[src/include/timer_map.svh]
// Register offsets, field positions, reset values and clock taps for
// the 8-bit interval / time-base timer.
// Assumes a 32-bit APB slave; each register takes one aligned word.
`ifndef TIMER_MAP_SVH
`define TIMER_MAP_SVH

// Byte offsets on the register bus
`define OFS_MODE_SELECT   12'h000
`define OFS_COUNT_VALUE   12'h004
`define OFS_OVF_FLAG      12'h008
`define OFS_OVF_ENABLE    12'h00c

// Mode register fields
`define MODE_BIT          3
`define SEL_BIT2          2
`define MODE_RSVD_ONE     4
`define MODE_RESET        4'h0
`define COUNT_RESET       8'h00
`define COUNT_MAX         8'hff

// Overflow flag and enable fields
`define OVF_FLAG_BIT      0
`define OVF_ENABLE_BIT    0

// Prescaler widths: system /8192, watch /128
`define SYS_DIV_WIDTH     13
`define WATCH_DIV_WIDTH   7

// Tick index n-1 for a tap of clock/2^n, interval mode
`define TAP_SYS_8192      4'hc
`define TAP_SYS_4096      4'hb
`define TAP_SYS_2048      4'ha
`define TAP_SYS_512       4'h8
`define TAP_SYS_256       4'h7
`define TAP_SYS_128       4'h6
`define TAP_SYS_32        4'h4
`define TAP_SYS_8         4'h2

// Watch taps for overflow periods 1 s, 0.5 s, 0.25 s, 0.03125 s
`define TAP_W_1S          3'h6
`define TAP_W_500MS       3'h5
`define TAP_W_250MS       3'h4
`define TAP_W_31MS        3'h1

`endif

[src/include/timer_pkg.sv]
// Types shared by the timer and its helpers.
// Assumes timer_map.svh supplies the field widths.
package timer_pkg;

  // Device power states, driven by the system power controller
  typedef enum logic [2:0] {
    PWR_ACTIVE,
    PWR_SLEEP,
    PWR_WATCH,
    PWR_SUBACTIVE,
    PWR_SUBSLEEP,
    PWR_STANDBY,
    PWR_MODULE_STANDBY
  } power_state_t;

  // Complete state of the timer top
  typedef struct packed {
    logic [3:0]  mode;
    logic [7:0]  count;
    logic        ovf_flag;
    logic        ovf_enable;
    logic [31:0] rdata;
    logic        err;
  } timer_state_t;

endpackage

[src/rtl/interval_time_base_timer.sv]
// 8-bit interval / clock time-base timer with APB register access.
// Assumes pclk runs in every power state in which the timer counts;
// watch_clk is a free 32.768 kHz level sampled into the pclk domain.
`timescale 1ns/1ps
`include "timer_map.svh"

// Contract
// - Mode bit 3 picks system taps (0) or watch taps (1).
// - Interval select codes pick /8192,/4096,/2048,/512,/256,/128,/32,/8 system taps.
// - Time-base codes give 1 s, 0.5 s, 0.25 s, 0.03125 s periods.
// - Time-base with select bit 2 holds counter and watch prescaler at zero.
// - Counter is 8-bit, read-only, counts one per selected tap pulse.
// - Counter reads work in active mode, not in subactive mode.
// - Pulse at 0xff wraps to 0x00 and sets the overflow flag.
// - Interrupt request only when enable is 1; flag sets regardless.
// - Interval mode overflows once per 256 selected pulses.
// - Reset clears counter and mode bit; interval counting starts at once.
// - Mode bit 4 reads 1 and ignores writes.
// - Interval counter runs in active and sleep; mode writable active/subactive.
// - Time-base counter runs in all but standby and module standby.
// - Watch pulses are synchronised into pclk; up to one pclk of error.
module interval_time_base_timer (
  input  wire logic                    pclk,
  input  wire logic                    presetn,
  input  wire logic [11:0]             paddr,
  input  wire logic                    psel,
  input  wire logic                    penable,
  input  wire logic                    pwrite,
  input  wire logic [31:0]             pwdata,
  output logic                         pready,
  output logic [31:0]                  prdata,
  output logic                         pslverr,
  input  wire logic                    watch_clk,
  input  wire timer_pkg::power_state_t power_state,
  output logic                         overflow_request_flag,
  output logic                         overflow_interrupt_request
);

  timer_pkg::timer_state_t st_reg;
  timer_pkg::timer_state_t st_next;

  logic [`SYS_DIV_WIDTH-1:0]   sys_tick;
  logic [`WATCH_DIV_WIDTH-1:0] watch_tick;
  logic                        watch_rise;
  logic                        mode_select_bit;
  logic                        clock_select_bit2;
  logic [1:0]                  watch_sel;
  logic [2:0]                  sys_sel;
  logic                        tb_clear;
  logic                        interval_run;
  logic                        time_base_run;
  logic                        module_halted;
  logic                        count_pulse;
  logic                        overflow;
  logic                        setup_phase;
  logic                        write_strobe;
  logic                        mode_writable;

  // Register view, one aligned word per register:
  //   0x000 mode    [3] source, [2:0] select, [4] reads one,
  //                 [7:5] read zero and are never stored
  //   0x004 count   [7:0] read only; a write is refused
  //   0x008 flag    [0] sticky overflow, write one to clear
  //   0x00c enable  [0] gates the interrupt request
  // Any other address answers with an error and reads zero.
  //
  // Bus timing:
  //   Zero wait states; pready never drops.
  //   Read data and error are latched at the setup edge,
  //   so a read returns the count as it stood one cycle
  //   before the access phase.
  //   Writes land at the access-phase edge.
  //   Mode writes outside active and subactive are dropped
  //   without an error, so the mode is simply retained.
  //
  // Interval source, from the free system prescaler:
  //   code 0 /8192, 1 /4096, 2 /2048, 3 /512,
  //   code 4 /256,  5 /128,  6 /32,   7 /8.
  //   First pulse comes one full tap period after reset.
  //   A code change takes the new tap at its next wrap;
  //   the prescaler is not restarted, which keeps the
  //   change glitch-free but may leave one period short.
  //
  // Time-base source, from the watch prescaler:
  //   code 0 /128, 1 /64, 2 /32, 3 /4 watch rising edges;
  //   256 counts give 1 s, 0.5 s, 0.25 s, 31.25 ms.
  //   Select bit 2 set holds counter and watch prescaler
  //   at zero for as long as it stays set.
  //
  // Power states:
  //   Interval counts in active and sleep only.
  //   Time base counts in all but standby and module
  //   standby; in those two both prescalers freeze too.
  //   The power state comes from logic on pclk, so it is
  //   used without a synchroniser.
  //
  // Overflow:
  //   Pulse at 0xff wraps to zero and sets the flag
  //   on the same edge; a clear in that cycle loses.
  //   The request output is flag and enable, no more;
  //   pending logic lives in the interrupt controller.
  //
  // Reset:
  //   Mode, count, flag and enable clear; read data and
  //   error clear, so the first read after reset is clean.
  //   Both prescalers restart from zero, so interval
  //   counting resumes at once on the /8192 tap.
  //
  // Prescaler sharing:
  //   The system prescaler runs whatever the mode, so a
  //   switch back to interval mode finds it mid-count.
  //   The watch prescaler runs in interval mode too.
  //
  // Limits:
  //   No counter write path exists; software that needs a
  //   fresh period clears it through the time-base hold.
  //   Bits above [7:0] of every register read as zero.
  //   Byte lanes are ignored; every write is a whole word.
  //
  // Hazards:
  //   The watch level is sampled, not used as a clock,
  //   so each time-base period may stretch by one pclk.
  //   The watch clock needs at least eight pclk periods
  //   per cycle, or sampled edges merge and counts drop.
  //   Counter reads in subactive return zero with an
  //   error rather than stale data.
  //   Power state changes take effect on the next edge;
  //   a pulse in flight at that edge is still counted.

  // Tap indices must lie inside their prescalers
  if (`TAP_SYS_8192 >= `SYS_DIV_WIDTH || `TAP_W_1S >= `WATCH_DIV_WIDTH) begin : g_bad_tap
    $error("tap index outside its prescaler");
  end

  // Mode and select fields straight from the mode register
  assign mode_select_bit   = st_reg.mode[`MODE_BIT];
  assign clock_select_bit2 = st_reg.mode[`SEL_BIT2];
  assign sys_sel           = st_reg.mode[2:0];
  assign watch_sel         = st_reg.mode[1:0];

  // Bus phases
  assign setup_phase  = psel & ~penable;
  assign write_strobe = psel & penable & pwrite;

  // Power gating of the two counting modes
  always_comb begin
    interval_run  = 1'b0;
    time_base_run = 1'b0;
    module_halted = 1'b0;
    unique case (power_state)
      timer_pkg::PWR_ACTIVE,
      timer_pkg::PWR_SLEEP: begin
        interval_run  = 1'b1;
        time_base_run = 1'b1;
      end
      timer_pkg::PWR_WATCH,
      timer_pkg::PWR_SUBACTIVE,
      timer_pkg::PWR_SUBSLEEP: begin
        time_base_run = 1'b1;
      end
      timer_pkg::PWR_STANDBY,
      timer_pkg::PWR_MODULE_STANDBY: begin
        module_halted = 1'b1;
      end
      default: begin
        module_halted = 1'b1;
      end
    endcase
  end

  assign mode_writable = (power_state == timer_pkg::PWR_ACTIVE) ||
                         (power_state == timer_pkg::PWR_SUBACTIVE);

  assign tb_clear = mode_select_bit & clock_select_bit2;

  // System prescaler, free running unless the module is halted
  pow2_divider #(
    .WIDTH (`SYS_DIV_WIDTH)
  ) u_sys_prescaler (
    .clk   (pclk),
    .rst_n (presetn),
    .en    (~module_halted),
    .clear (1'b0),
    .tick  (sys_tick)
  );

  level_sync u_watch_sync (
    .clk      (pclk),
    .rst_n    (presetn),
    .async_in (watch_clk),
    .rise     (watch_rise)
  );

  // Watch prescaler counts synchronised watch edges; one pclk of jitter
  // per pulse is the price of staying in a single clock domain.
  pow2_divider #(
    .WIDTH (`WATCH_DIV_WIDTH)
  ) u_watch_prescaler (
    .clk   (pclk),
    .rst_n (presetn),
    .en    (watch_rise & ~module_halted),
    .clear (tb_clear),
    .tick  (watch_tick)
  );

  // Tap selection for the counter clock
  always_comb begin
    count_pulse = 1'b0;
    if (!mode_select_bit) begin
      unique case (sys_sel)
        3'h0: count_pulse = sys_tick[`TAP_SYS_8192];
        3'h1: count_pulse = sys_tick[`TAP_SYS_4096];
        3'h2: count_pulse = sys_tick[`TAP_SYS_2048];
        3'h3: count_pulse = sys_tick[`TAP_SYS_512];
        3'h4: count_pulse = sys_tick[`TAP_SYS_256];
        3'h5: count_pulse = sys_tick[`TAP_SYS_128];
        3'h6: count_pulse = sys_tick[`TAP_SYS_32];
        3'h7: count_pulse = sys_tick[`TAP_SYS_8];
      endcase
      count_pulse = count_pulse & interval_run;
    end else begin
      unique case (watch_sel)
        2'h0: count_pulse = watch_tick[`TAP_W_1S];
        2'h1: count_pulse = watch_tick[`TAP_W_500MS];
        2'h2: count_pulse = watch_tick[`TAP_W_250MS];
        2'h3: count_pulse = watch_tick[`TAP_W_31MS];
      endcase
      count_pulse = count_pulse & time_base_run & ~clock_select_bit2;
    end
  end

  // wrap from 0xff marks an overflow
  assign overflow = count_pulse & (st_reg.count == `COUNT_MAX);

  // Next-state logic: counter, flag, registers and bus read data
  always_comb begin
    st_next = st_reg;

    if (tb_clear) begin
      st_next.count = `COUNT_RESET;
    end else if (count_pulse) begin
      st_next.count = st_reg.count + 8'h01;
    end

    // Register writes; mode bits 7..4 are not stored
    if (write_strobe) begin
      unique case (paddr)
        `OFS_MODE_SELECT: begin
          // upper bits dropped; bit 4 ignored
          if (mode_writable) begin
            st_next.mode = pwdata[3:0];
          end
        end
        `OFS_OVF_FLAG: begin
          // Write one to clear
          if (pwdata[`OVF_FLAG_BIT]) begin
            st_next.ovf_flag = 1'b0;
          end
        end
        `OFS_OVF_ENABLE: begin
          st_next.ovf_enable = pwdata[`OVF_ENABLE_BIT];
        end
        default: begin
        end
      endcase
    end

    if (overflow) begin
      st_next.ovf_flag = 1'b1;
    end

    // Read data and error are captured in the setup cycle so the
    // access phase can finish without a wait state.
    if (setup_phase) begin
      st_next.rdata = 32'h0000_0000;
      st_next.err   = 1'b0;
      unique case (paddr)
        `OFS_MODE_SELECT: begin
          st_next.rdata[`MODE_RSVD_ONE] = 1'b1;
          st_next.rdata[3:0]            = st_reg.mode;
        end
        `OFS_COUNT_VALUE: begin
          if (power_state == timer_pkg::PWR_SUBACTIVE) begin
            st_next.err = 1'b1;
          end else begin
            st_next.rdata[7:0] = st_reg.count;
          end
          st_next.err = st_next.err | pwrite;
        end
        `OFS_OVF_FLAG: begin
          st_next.rdata[`OVF_FLAG_BIT] = st_reg.ovf_flag;
        end
        `OFS_OVF_ENABLE: begin
          st_next.rdata[`OVF_ENABLE_BIT] = st_reg.ovf_enable;
        end
        default: begin
          st_next.err = 1'b1;
        end
      endcase
    end
  end

  always_ff @(posedge pclk or negedge presetn) begin
    if (!presetn) begin
      st_reg.mode       <= `MODE_RESET;
      st_reg.count      <= `COUNT_RESET;
      st_reg.ovf_flag   <= 1'b0;
      st_reg.ovf_enable <= 1'b0;
      st_reg.rdata      <= 32'h0000_0000;
      st_reg.err        <= 1'b0;
    end else begin
      st_reg <= st_next;
    end
  end

  // Zero-wait slave; error only meaningful in the access phase
  assign pready  = 1'b1;
  assign prdata  = st_reg.rdata;
  assign pslverr = psel & penable & st_reg.err;

  assign overflow_request_flag      = st_reg.ovf_flag;
  assign overflow_interrupt_request = st_reg.ovf_flag & st_reg.ovf_enable;

endmodule

[src/rtl/level_sync.sv]
// Two-flop synchroniser with a rising-edge pulse on the far side.
// Assumes the input is slow against clk (several clk periods per level).
`timescale 1ns/1ps
module level_sync (
  input  wire logic clk,
  input  wire logic rst_n,
  input  wire logic async_in,
  output logic      rise
);
  typedef struct packed {
    logic meta;
    logic stable;
    logic last;
  } sync_state_t;

  sync_state_t st_reg;
  sync_state_t st_next;

  // Edge looks only at the second and third flop
  always_comb begin
    st_next.meta   = async_in;
    st_next.stable = st_reg.meta;
    st_next.last   = st_reg.stable;
  end

  always_ff @(posedge clk or negedge rst_n) begin
    if (!rst_n) begin
      st_reg <= '0;
    end else begin
      st_reg <= st_next;
    end
  end

  assign rise = st_reg.stable & ~st_reg.last;
endmodule

[src/rtl/pow2_divider.sv]
// Binary ripple-free prescaler with one tick per power-of-two tap.
// Assumes en is a one-cycle count pulse; clear holds the count at zero.
`timescale 1ns/1ps
module pow2_divider #(
  parameter int WIDTH = 13
) (
  input  wire logic             clk,
  input  wire logic             rst_n,
  input  wire logic             en,
  input  wire logic             clear,
  output logic [WIDTH-1:0]      tick
);
  typedef struct packed {
    logic [WIDTH-1:0] cnt;
  } div_state_t;

  div_state_t st_reg;
  div_state_t st_next;

  if (WIDTH < 1 || WIDTH > 16) begin : g_bad_width
    $error("pow2_divider WIDTH must be 1 to 16");
  end

  // Clear dominates so a held prescaler stays at zero
  always_comb begin
    st_next = st_reg;
    if (clear) begin
      st_next.cnt = '0;
    end else if (en) begin
      st_next.cnt = st_reg.cnt + WIDTH'(1);
    end
  end

  always_ff @(posedge clk or negedge rst_n) begin
    if (!rst_n) begin
      st_reg <= '0;
    end else begin
      st_reg <= st_next;
    end
  end

  // Tap i fires when the low i+1 bits wrap: one tick per 2^(i+1) pulses
  for (genvar i = 0; i < WIDTH; i++) begin : g_tap
    assign tick[i] = en & ~clear & (&st_reg.cnt[i:0]);
  end
endmodule

[config.mk]
export PLATFORM = sky130hd
export DESIGN_NAME = interval_time_base_timer
export DESIGN_NICKNAME = d
export VERILOG_FILES = /design/src/include/timer_pkg.sv /design/src/rtl/interval_time_base_timer.sv /design/src/rtl/level_sync.sv /design/src/rtl/pow2_divider.sv
export VERILOG_INCLUDE_DIRS = /design/src /design/src/include
export SDC_FILE = /design/constraint.sdc
export NUM_CORES = 1
export LEC_CHECK = 0
export BUFFER_PORTS_ARGS = -buffer_cell sky130_fd_sc_hd__buf_2
export CAP_MARGIN = 5
export CORE_MARGIN = 5
export CORE_UTILIZATION = 52
export CTS_BUF_LIST = sky130_fd_sc_hd__clkbuf_4
export DETAILED_ROUTE_END_ITERATION = 12
export HOLD_SLACK_MARGIN = 0.02
export PLACE_DENSITY = 0.93
export SETUP_SLACK_MARGIN = 0.2
export SLEW_MARGIN = 20
export SYNTH_ARGS = -nofsm -noshare
export SYNTH_HDL_FRONTEND = slang
export SYNTH_SLANG_ARGS = --single-unit
[constraint.sdc]
create_clock -name pclk -period 2.8 [get_ports pclk]
set_clock_uncertainty 0.2 [all_clocks]
set_input_delay 0.28 -clock pclk [delete_from_list [all_inputs] [get_ports pclk]]
set_output_delay 0.28 -clock pclk [all_outputs]
set_load 0.005 [all_outputs]
Word level (Yosys, flattened, before mapping)
Cells that the tools add are included.

Add/sub/neg operators: 3. Eq/ne operators: 18. Mux-type cells: 24. Bitwise gates (word level): 30. Reductions and logical operators: 28.

Operators with widths (count): $and 1x1->1 (25); $eq 12x4->1 const B (2); $mux 8 (3); $eq 3x3->1 const B (5); $mux 7 (2); $reduce_and 7->1 (2); $add 13x1->13 const B (1); $reduce_and 13->1 (1); $eq 12x3->1 const B (1); $eq 3x2->1 const B (4); $logic_not 12->1 (1); $mux 1 (12); $reduce_and 12->1 (1); $reduce_and 11->1 (1); $reduce_and 5->1 (2); $reduce_bool 2->1 (5); $reduce_and 3->1 (3); $reduce_and 9->1 (1); $add 8x1->8 const B (1); $eq 8x8->1 const B (1); $pmux 1 s4 (2); $pmux 1 s8 (1); $pmux 4 s2 (1); $reduce_and 8->1 (1); other kinds (17) (24).

Register bits after elaboration: 46. Input bits: 53. Output and inout port bits: 36. Logic and storage cells: 114.

Logic depth before layout (Yosys ltp)
Gate-level depths: netlist of run 1.

Word-level depth: 13. Gate-level depth with buffers: 10. Gate-level depth less buffers: 10.

Cells and area by module
A second synthesis of run 1 with hierarchy kept.

Cell total of the unflattened synthesis: 290. Area, all modules: 2885.3 sq um.

Modules (own cells, without submodules): interval_time_base_timer (instances 1, cells an instance 162, area an instance 1564.0 sq um, seq. area each 575.6 sq um); pow2_divider (u_sys_prescaler) (instances 1, cells an instance 85, area an instance 820.8 sq um, seq. area each 325.3 sq um); pow2_divider (u_watch_prescaler) (instances 1, cells an instance 39, area an instance 411.6 sq um, seq. area each 175.2 sq um); level_sync (instances 1, cells an instance 4, area an instance 88.8 sq um, seq. area each 75.1 sq um).

Worst setup path before layout of run 1
Ideal clock, no wire load.

Path kind: register -> register. Start: reg u_sys_prescaler.st_reg[0] in the netlist's numbering. End: reg st_reg[38] in the netlist's numbering. Library setup time: 0.120 ns. Data arrival time: 1.929 ns. Required time: 2.480 ns. Slack: 0.551 ns. Stages on the path, launching flop included: 11. Path buffers: 0. Clock period less this slack: 2.249 ns. Cell sequence: dfrtp_1 -> ha_1 -> nand3_1 -> nor3_1 -> ha_1 -> mux2i_1 -> o22ai_1 -> a32oi_1 -> a22oi_4 -> a31oi_1 -> a41o_2.

Cells in the longest elaborated chain, start to end: 7. Elaborated cells between the ends (all ways): 21. Classes of those cells: mux: 3; bitwise: 9; reduce/logical: 9.

Ends and longest elaborated chain: start, declared (RTL line pow2_divider.sv:17) `div_state_t st_reg;`; start signal, assigned (RTL line pow2_divider.sv:38) `st_reg <= st_next;`; $reduce_and 13->1 (tied with other cells) (RTL line pow2_divider.sv:44) `assign tick[i] = en & ~clear & (&st_reg.cnt[i:0]);`; $and 1x1->1 (RTL line pow2_divider.sv:44); $pmux 1 s8 (*) (RTL line interval_time_base_timer.sv:210) `unique case (sys_sel)`; $mux 1 (*) (RTL line interval_time_base_timer.sv:209) `if (!mode_select_bit) begin`; $and 1x1->1 (*) (RTL line interval_time_base_timer.sv:220) `count_pulse = count_pulse & interval_run;`; $mux 1 (*) (RTL line interval_time_base_timer.sv:209); $reduce_bool 2->1 (no line) (*); end signal, assigned (RTL line interval_time_base_timer.sv:312) `st_reg <= st_next;`; end, declared (RTL line interval_time_base_timer.sv:39) `timer_pkg::timer_state_t st_reg;`.

Mark *: on every way between the ends. The rest lies on a longest branch, timed or not. The select of a mux whose other input is x is not followed. A chain may end at the register's enable or synchronous reset.

Worst setup path in the final report of run 1
Start: reg u_sys_prescaler.st_reg[0] in the netlist's numbering. End: reg st_reg[37] in the netlist's numbering.

Same word-level chain as after synthesis.

==> impl_metrics.json, run 1 <==
{
  "drv_cap": 0,
  "cts_max_path_buffers": 2,
  "start_kind": "flop",
  "grtUsageMet1_pct": 17.6,
  "crit_buf_inv": 0,
  "routed_wl_um": 4980,
  "p_leak_nw": 1.38,
  "hold_path_class": "primary input to flop",
  "synth_cell_types": 46,
  "numPlacedInstances": 346,
  "clkTransAtPathRegs_ns": 0.14,
  "syn_avg_cell_area_um2": 10.1,
  "grt_max_degree": 47,
  "max_freq_mhz": 403,
  "cpMaxStageDelayCell": "o41ai_1",
  "p_sw_share_pct": 28.5,
  "io_buffers": 35,
  "async_reset_ff_share_pct": 100,
  "grt_pass1_wl_um": 8290,
  "slew_viol_final": 0,
  "power.internal_mw": 1.06,
  "die_h_um": 80.4,
  "grtUsageMet2_pct": 30.5,
  "dr.pass1.iters": 4,
  "busiest_layer": "met2",
  "finalCritPeriodShare_pct": 88.5,
  "die_x_um": 80.4,
  "grt.overflow.total": 0,
  "gp_congestion": 0.826,
  "layout-drive-gt1-share_pct": 22.8,
  "synth_seq_area_share_pct": 44.6,
  "synth_ff_type": "dfrtp_1",
  "pre_cts_ws_ns": 0.278,
  "core_mm2": 0.00475,
  "fill_cells": 397,
  "first_global_vias": 1941,
  "p_switching_mw": 0.425,
  "vias_per_cell": 5.33,
  "synthCells": 256,
  "cp.arrival_ns": 2.57,
  "setup_viol": 0,
  "ios": 89,
  "path_cells": "ha_1, nand3_2, nor4_1, o41ai_1, a22oi_2, nand2_1, mux2i_1",
  "grt_antenna_before_repair": 0,
  "clockRootBuffer": "clkbuf_4",
  "clock-sinks": 46,
  "rows": 25,
  "placed_cell_area_mm2": 0.00267,
  "status": "complete, no violations",
  "period_minus_slack_ns": 2.48,
  "routedWlPerCell_um": 13.8,
  "multi_input_area_mm2": 0.00125,
  "drt-initial-drc-count": 177,
  "power_density_mw_per_mm2": 523,
  "cp_slowest_stage_delay_ns": 0.73,
  "worst-path-max-fanout": 5,
  "syn_area_mm2": 0.00258,
  "final.setup.worst_slack_ns": 0.321,
  "ys_ff_latch": 46,
  "post_layout_nonfiller_instances": 361,
  "hold_violations": 0,
  "power_mw": 1.49,
  "vias": 1924,
  "setup-tns-final_ns": 0,
  "clkPwrFrac_pct": 26.7,
  "worstMarginPinSlew_ns": 0.883,
  "register_area_mm2": 0.00115,
  "comb_power_share_pct": 17.1,
  "seq_power_share_pct": 56.2,
  "grt.total_usage_pct": 15.9,
  "rsz0062_at_grt": "true",
  "cts_buffers": 5,
  "crit_family": "compound AO/OA/AOI/OAI gates",
  "antenna_left": 0,
  "slew_headroom_pct": 40.3,
  "h-tree-depth": 2,
  "grtUsageMet3_pct": 3.70,
  "design_area_mm2": 0.00284,
  "cp-end-kind": "flop",
  "start_util_pct": 54.3,
  "synth_top_area_share_pct": 44.6,
  "die_area_mm2": 0.00647,
  "hpwlAfterDp_um": 3510,
  "clock_latency_ns": 0.35,
  "synth_top_cell_by_area": "dfrtp_1",
  "path_class": "flop to flop",
  "antenna_cells": 0,
  "cts_tree": "yes",
  "drc_errors": 0,
  "final_nets": 353,
  "ys_warn_count": 0,
  "cp.required_ns": 2.89,
  "synthTopCellsByArea": "dfrtp_1 (45%), buf_4 (10%), nand2_1 (4.5%)",
  "area_growth_pct": 10.2,
  "synth_edf_count": 0,
  "ir_worst_vdd_mv": 0.236,
  "largest_reg_flops": 13
}
worst min-delay path, cell delays in order:
cell and delay, ns:
buf_2 0.14, nand2_1 0.07, mux2_2 0.14
cell families (layout without fill, tap and decap cells):
kind of cell	count (synthesis)	count (layout)	share of synthesized area (%)
simple gates	94	94	18.5
flops	46	46	44.6
buf+inv	43	57	11.5
compound gates	29	30	8.44
mux	19	19	7.86
xor+xnor	16	16	5.43
fa+ha+maj	7	7	3.39
other cells	2	25	0.291
cell type report:
class                   instances  area share [%]
flip-flops and latches         46            40.5
well taps                      67            2.95
multi-input cells             191            43.9
clock inverters                 3            1.41
inverters                       4           0.528
clock buffers                   5            1.32
repair buffers                 45            9.41
metrics by stage:
step                      util, %  hold slack, ns
final                        59.8          0.0955
after CTS                    59.1          0.0848
after detailed placement     56.2           0.146
after global routing         59.8          0.0933
after global placement       56.2           0.134
after floorplan                 -          -0.216
metal layers:
layer	routed length [um]	vias up	share of wire [%]
li1	-	920	-
met1	2100	932	42
met2	2520	68	51
met3	334	4	6.7
met4	31	0	0.62
met5	0	-	0
path summary, 6_finish.rpt:
path / from / end / slack [ns] / cells after the start
setup / recovery: u_sys_prescaler.st_reg[0] / st_reg[37] / 0.32 / 7
hold / removal: paddr[2] / st_reg[33] / 0.1 / 3
setup reg to reg: u_sys_prescaler.st_reg[0] / st_reg[37] / 0.32 / 7
hold reg to reg: u_watch_sync.st_next[1] / u_watch_sync.st_next[0] / 0.17 / 0
max in group asynchronous: presetn / st_reg[42] / 1.77 / 2
min in group asynchronous: presetn / u_watch_sync.st_next[0] / 0.24 / 2
placed cells by master, fill, tap and decap left out, drive strengths merged, types with 2 or more instances in the layout:
cell type and n:
nand3 10, o21ai 10, dfrtp 46, mux2 10, and4 3, dlygate4sd3 6
o22ai 2, nor3 5, nor2 17, and3 6, a22oi 5, clkbuf 5
mux2i 9, and2 3, nand2 31, a31oi 2, clkinv 2, nor4 3
xnor2 11, inv 4, a41o 2, nand2b 2, conb 25, ha 7
buf 39, nand4 6, xor2 5
power by group through the flow:
| stage | Combinational, mW | Clock [mW] | Sequential (mW) |
|---|---|---|---|
| after detailed placement | 0.242 | 0 | 0.844 |
| after global routing | 0.295 | 0.436 | 0.851 |
| final | 0.254 | 0.397 | 0.836 |
| after CTS | 0.252 | 0.407 | 0.833 |
| after global placement | 0.228 | 0 | 0.838 |
| after floorplan | 0.200 | 0 | 0.826 |
synth_stat cells, types with 3 or more instances:
| master | instances |
|---|---|
| a22oi_1 | 3 |
| and2_1 | 3 |
| and3_1 | 6 |
| and4_1 | 3 |
| buf_4 | 36 |
| clkbuf_1 | 3 |
| dfrtp_1 | 46 |
| ha_1 | 7 |
| inv_1 | 3 |
| mux2_2 | 10 |
| mux2i_1 | 9 |
| nand2_1 | 31 |
| nand3_1 | 10 |
| nand4_1 | 6 |
| nor2_1 | 17 |
| nor3_1 | 5 |
| nor4_1 | 3 |
| o21ai_0 | 9 |
| xnor2_1 | 11 |
| xor2_1 | 5 |
timing repair:
item | CTS | global route
gates resized for setup | 0 | 3
endpoints found under the hold margin | 52 | 0
hold buffers | 6 | 0
setup buffers | 0 | 0
endpoints found under the setup margin | 0 | 9
No activity file was read; power rests on OpenSTA's default activity.
==> inputs of run 2 (changes only) <==
--- a/config.mk
+++ b/config.mk
@@ -6,14 +6,15 @@
 export SDC_FILE = /design/constraint.sdc
 export NUM_CORES = 1
 export LEC_CHECK = 0
+export ABC_AREA = 1
 export BUFFER_PORTS_ARGS = -buffer_cell sky130_fd_sc_hd__buf_2
 export CAP_MARGIN = 5
 export CORE_MARGIN = 5
-export CORE_UTILIZATION = 52
+export CORE_UTILIZATION = 53
 export CTS_BUF_LIST = sky130_fd_sc_hd__clkbuf_4
 export DETAILED_ROUTE_END_ITERATION = 12
 export HOLD_SLACK_MARGIN = 0.02
-export PLACE_DENSITY = 0.93
+export PLACE_DENSITY = 0.94
 export SETUP_SLACK_MARGIN = 0.2
 export SLEW_MARGIN = 20
 export SYNTH_ARGS = -nofsm -noshare
==> run 2 against run 1 <==
  * Routed wire length grew 5.1%
  * Synthesized area grew 7.9%
  * Clock-buffer cell count is the same
  * Sequential power shrank 5.0%
  * Utilization shrank 1.5 points
  * Global-route usage grew 0.68 points
  * Critical path type unchanged
  * Largest cell class unchanged
==> impl_metrics.json, run 2 <==
{
  "die_area_mm2": 0.00680,
  "worst-path-max-fanout": 7,
  "cts_resized": 0,
  "clockRootBuffer": "clkbuf_4",
  "drc_errors": 0,
  "period_minus_slack_ns": 2.32,
  "vias": 2197,
  "grt.total_usage_pct": 16.6,
  "layout-drive-gt1-share_pct": 18.1,
  "ys_warn_count": 0,
  "ir_worst_vdd_mv": 0.220,
  "routedWlPerCell_um": 11.8,
  "synthTopCellsByArea": "dfrtp_1 (41%), nand2_1 (9.6%), buf_4 (9.4%)",
  "synthCells": 339,
  "grt_pass1_wl_um": 8760,
  "clock_latency_ns": 0.35,
  "synth_edf_count": 0,
  "max_freq_mhz": 431,
  "h-tree-depth": 2,
  "cp_slowest_stage_delay_ns": 0.43,
  "synth_top_cell_by_area": "dfrtp_1",
  "vias_per_cell": 4.94,
  "path_class": "flop to flop",
  "syn_avg_cell_area_um2": 8.21,
  "clock-sinks": 46,
  "ys_ff_latch": 46,
  "core_mm2": 0.00511,
  "path_common_cell": "nand2_1",
  "worstMarginPinSlew_ns": 0.566,
  "antenna_cells": 0,
  "grt_max_degree": 47,
  "utilization_pct": 58.4,
  "finalCritPeriodShare_pct": 82.9,
  "setup-tns-final_ns": 0,
  "drv_cap": 0,
  "cp.required_ns": 2.90,
  "cp.arrival_ns": 2.42,
  "start_util_pct": 54.5,
  "antenna_left": 0,
  "async_reset_ff_share_pct": 100,
  "cts_tree": "yes",
  "synth_seq_area_share_pct": 41.4,
  "placed_cell_area_mm2": 0.00286,
  "final.setup.worst_slack_ns": 0.478,
  "io_buffers": 35,
  "area_growth_pct": 7.10,
  "status": "complete, no violations",
  "synth_ff_type": "dfrtp_1",
  "gp_congestion": 0.849,
  "drt-initial-drc-count": 155,
  "design_area_mm2": 0.00298,
  "path_cells": "ha_1, nand2_1, nor2_4, nand2_2, inv_2, ha_1, and3_1, o21bai_1, nand2_1, nand2_1, nand2_2, nand3_4, inv_2, nand2_1, nand2_1",
  "netlist_top_cells_count": "nand2_1 (71), dfrtp_1 (46), buf_4 (35), inv_1 (31), nor2_1 (31)",
  "rsz0062_at_grt": "false",
  "dr.pass1.iters": 4,
  "p_leak_nw": 1.51,
  "final_nets": 434,
  "largest_reg_flops": 13,
  "start_kind": "flop",
  "die_h_um": 82.5,
  "hpwlAfterDp_um": 4000,
  "grt.overflow.total": 0,
  "ios": 89,
  "hold_path_class": "primary input to flop",
  "pre_cts_ws_ns": 0.500,
  "routed_wl_um": 5230,
  "layout_common_cells": "nand2_1 (71), dfrtp_1 (46), buf_2 (34), inv_1 (31), nor2_1 (31)",
  "cts_max_path_buffers": 2,
  "yosysMostFrequentCell": "nand2_1",
  "power_mw": 1.36,
  "cpMaxStageDelayCell": "dfrtp_1",
  "synth_cell_types": 33,
  "clkTransAtPathRegs_ns": 0.13,
  "setup_viol": 0,
  "slew_viol_final": 0,
  "syn_area_mm2": 0.00278,
  "startpoint": "u_sys_prescaler.st_reg[0]",
  "cts_buffers": 5,
  "die_x_um": 82.5,
  "power_density_mw_per_mm2": 456,
  "cts_setup_buffers": 0,
  "rows": 26,
  "synth_top_area_share_pct": 41.4,
  "reg2reg_from": "u_sys_prescaler.st_reg[0]",
  "grt_antenna_before_repair": 0,
  "cp-end-kind": "flop",
  "first_global_vias": 2144,
  "slew_headroom_pct": 62.2,
  "layout_commonest_cell": "nand2_1",
  "hp-start": "pwrite",
  "hold_violations": 0
}
## run 2: cell types whose count changed after synthesis, sizes merged, moves of 4 or more
cell / delta
a21oi: +9
a22oi: -4
and3: -4
inv: +33
mux2: -10
mux2i: -9
nand2: +43
nand3: +16
nand4: +4
nor2: +21
o21ai: +13
xnor2: -9
xor2: +7
## run 2: metal layers
layer,track usage (%),routed length [um],up-vias
met4,7.31,97,0
met1,18.7,2190,1015
met5,0,0,-
met2,30.0,2600,68
met3,3.25,349,9
li1,-,-,1105
## run 2: final cells by class
cell class	instances	area [um^2]
fillers	443	2130
repair buffers	41	238
inverters	37	139
flip-flops and latches	46	1150
clock inverters	3	16.3
clock buffers	5	37.5
multi-input cells	243	1310
well taps	70	87.6
## run 2: final timing paths
check                                          end  slack (ns)  cells past startpoint
max                                     st_reg[39]        0.48                     15
min                                     st_reg[33]        0.04                      3
max reg2reg                             st_reg[39]        0.48                     15
min reg2reg                u_watch_sync.st_next[0]        0.16                      0
max in group asynchronous               st_reg[41]        1.76                      2
min in group asynchronous  u_watch_sync.st_next[1]        0.25                      2
## run 2: power by group
part	internal (mW)	leakage, nW	switching [mW]
Sequential	0.734	0.570	0.0595
Combinational	0.104	0.913	0.162
Clock	0.0936	0.0286	0.205
Total	0.932	1.51	0.427
## run 2: cell families (layout without fill, tap and decap cells)
kind of cell | Yosys count | in the layout | share of synthesized area [%]
adders and majority gates | 7 | 7 | 3.15
other | 2 | 25 | 0.270
AOI/OAI and AO/OA | 37 | 37 | 7.24
buffers and inverters | 73 | 86 | 14.6
xor gates and xnor gates | 14 | 14 | 4.41
DFF | 46 | 46 | 41.4
and+or+nand+nor | 160 | 160 | 29.0
## run 2: metrics by stage
step | cells | hold WS (ns)
floorplan | 362 | -0.216
CTS | 445 | 0.0287
finish | 445 | 0.0414
global placement | 431 | 0.134
detailed placement | 431 | 0.140
global route | 445 | 0.0456
## run 2: critical path, delay by kind of cell (launching register included)
family / cells / cell delay [ns]
and+or+nand+nor: 10 / 0.92
DFF: 1 / 0.43
adders and majority gates: 2 / 0.42
buffers and inverters: 2 / 0.16
AOI/OAI and AO/OA: 1 / 0.14
## run 2: what timing repair did
item	4_1_cts	5_1_grt
setup endpoints to repair	0	0
endpoints found under the hold margin	51	0
hold buffers	6	0
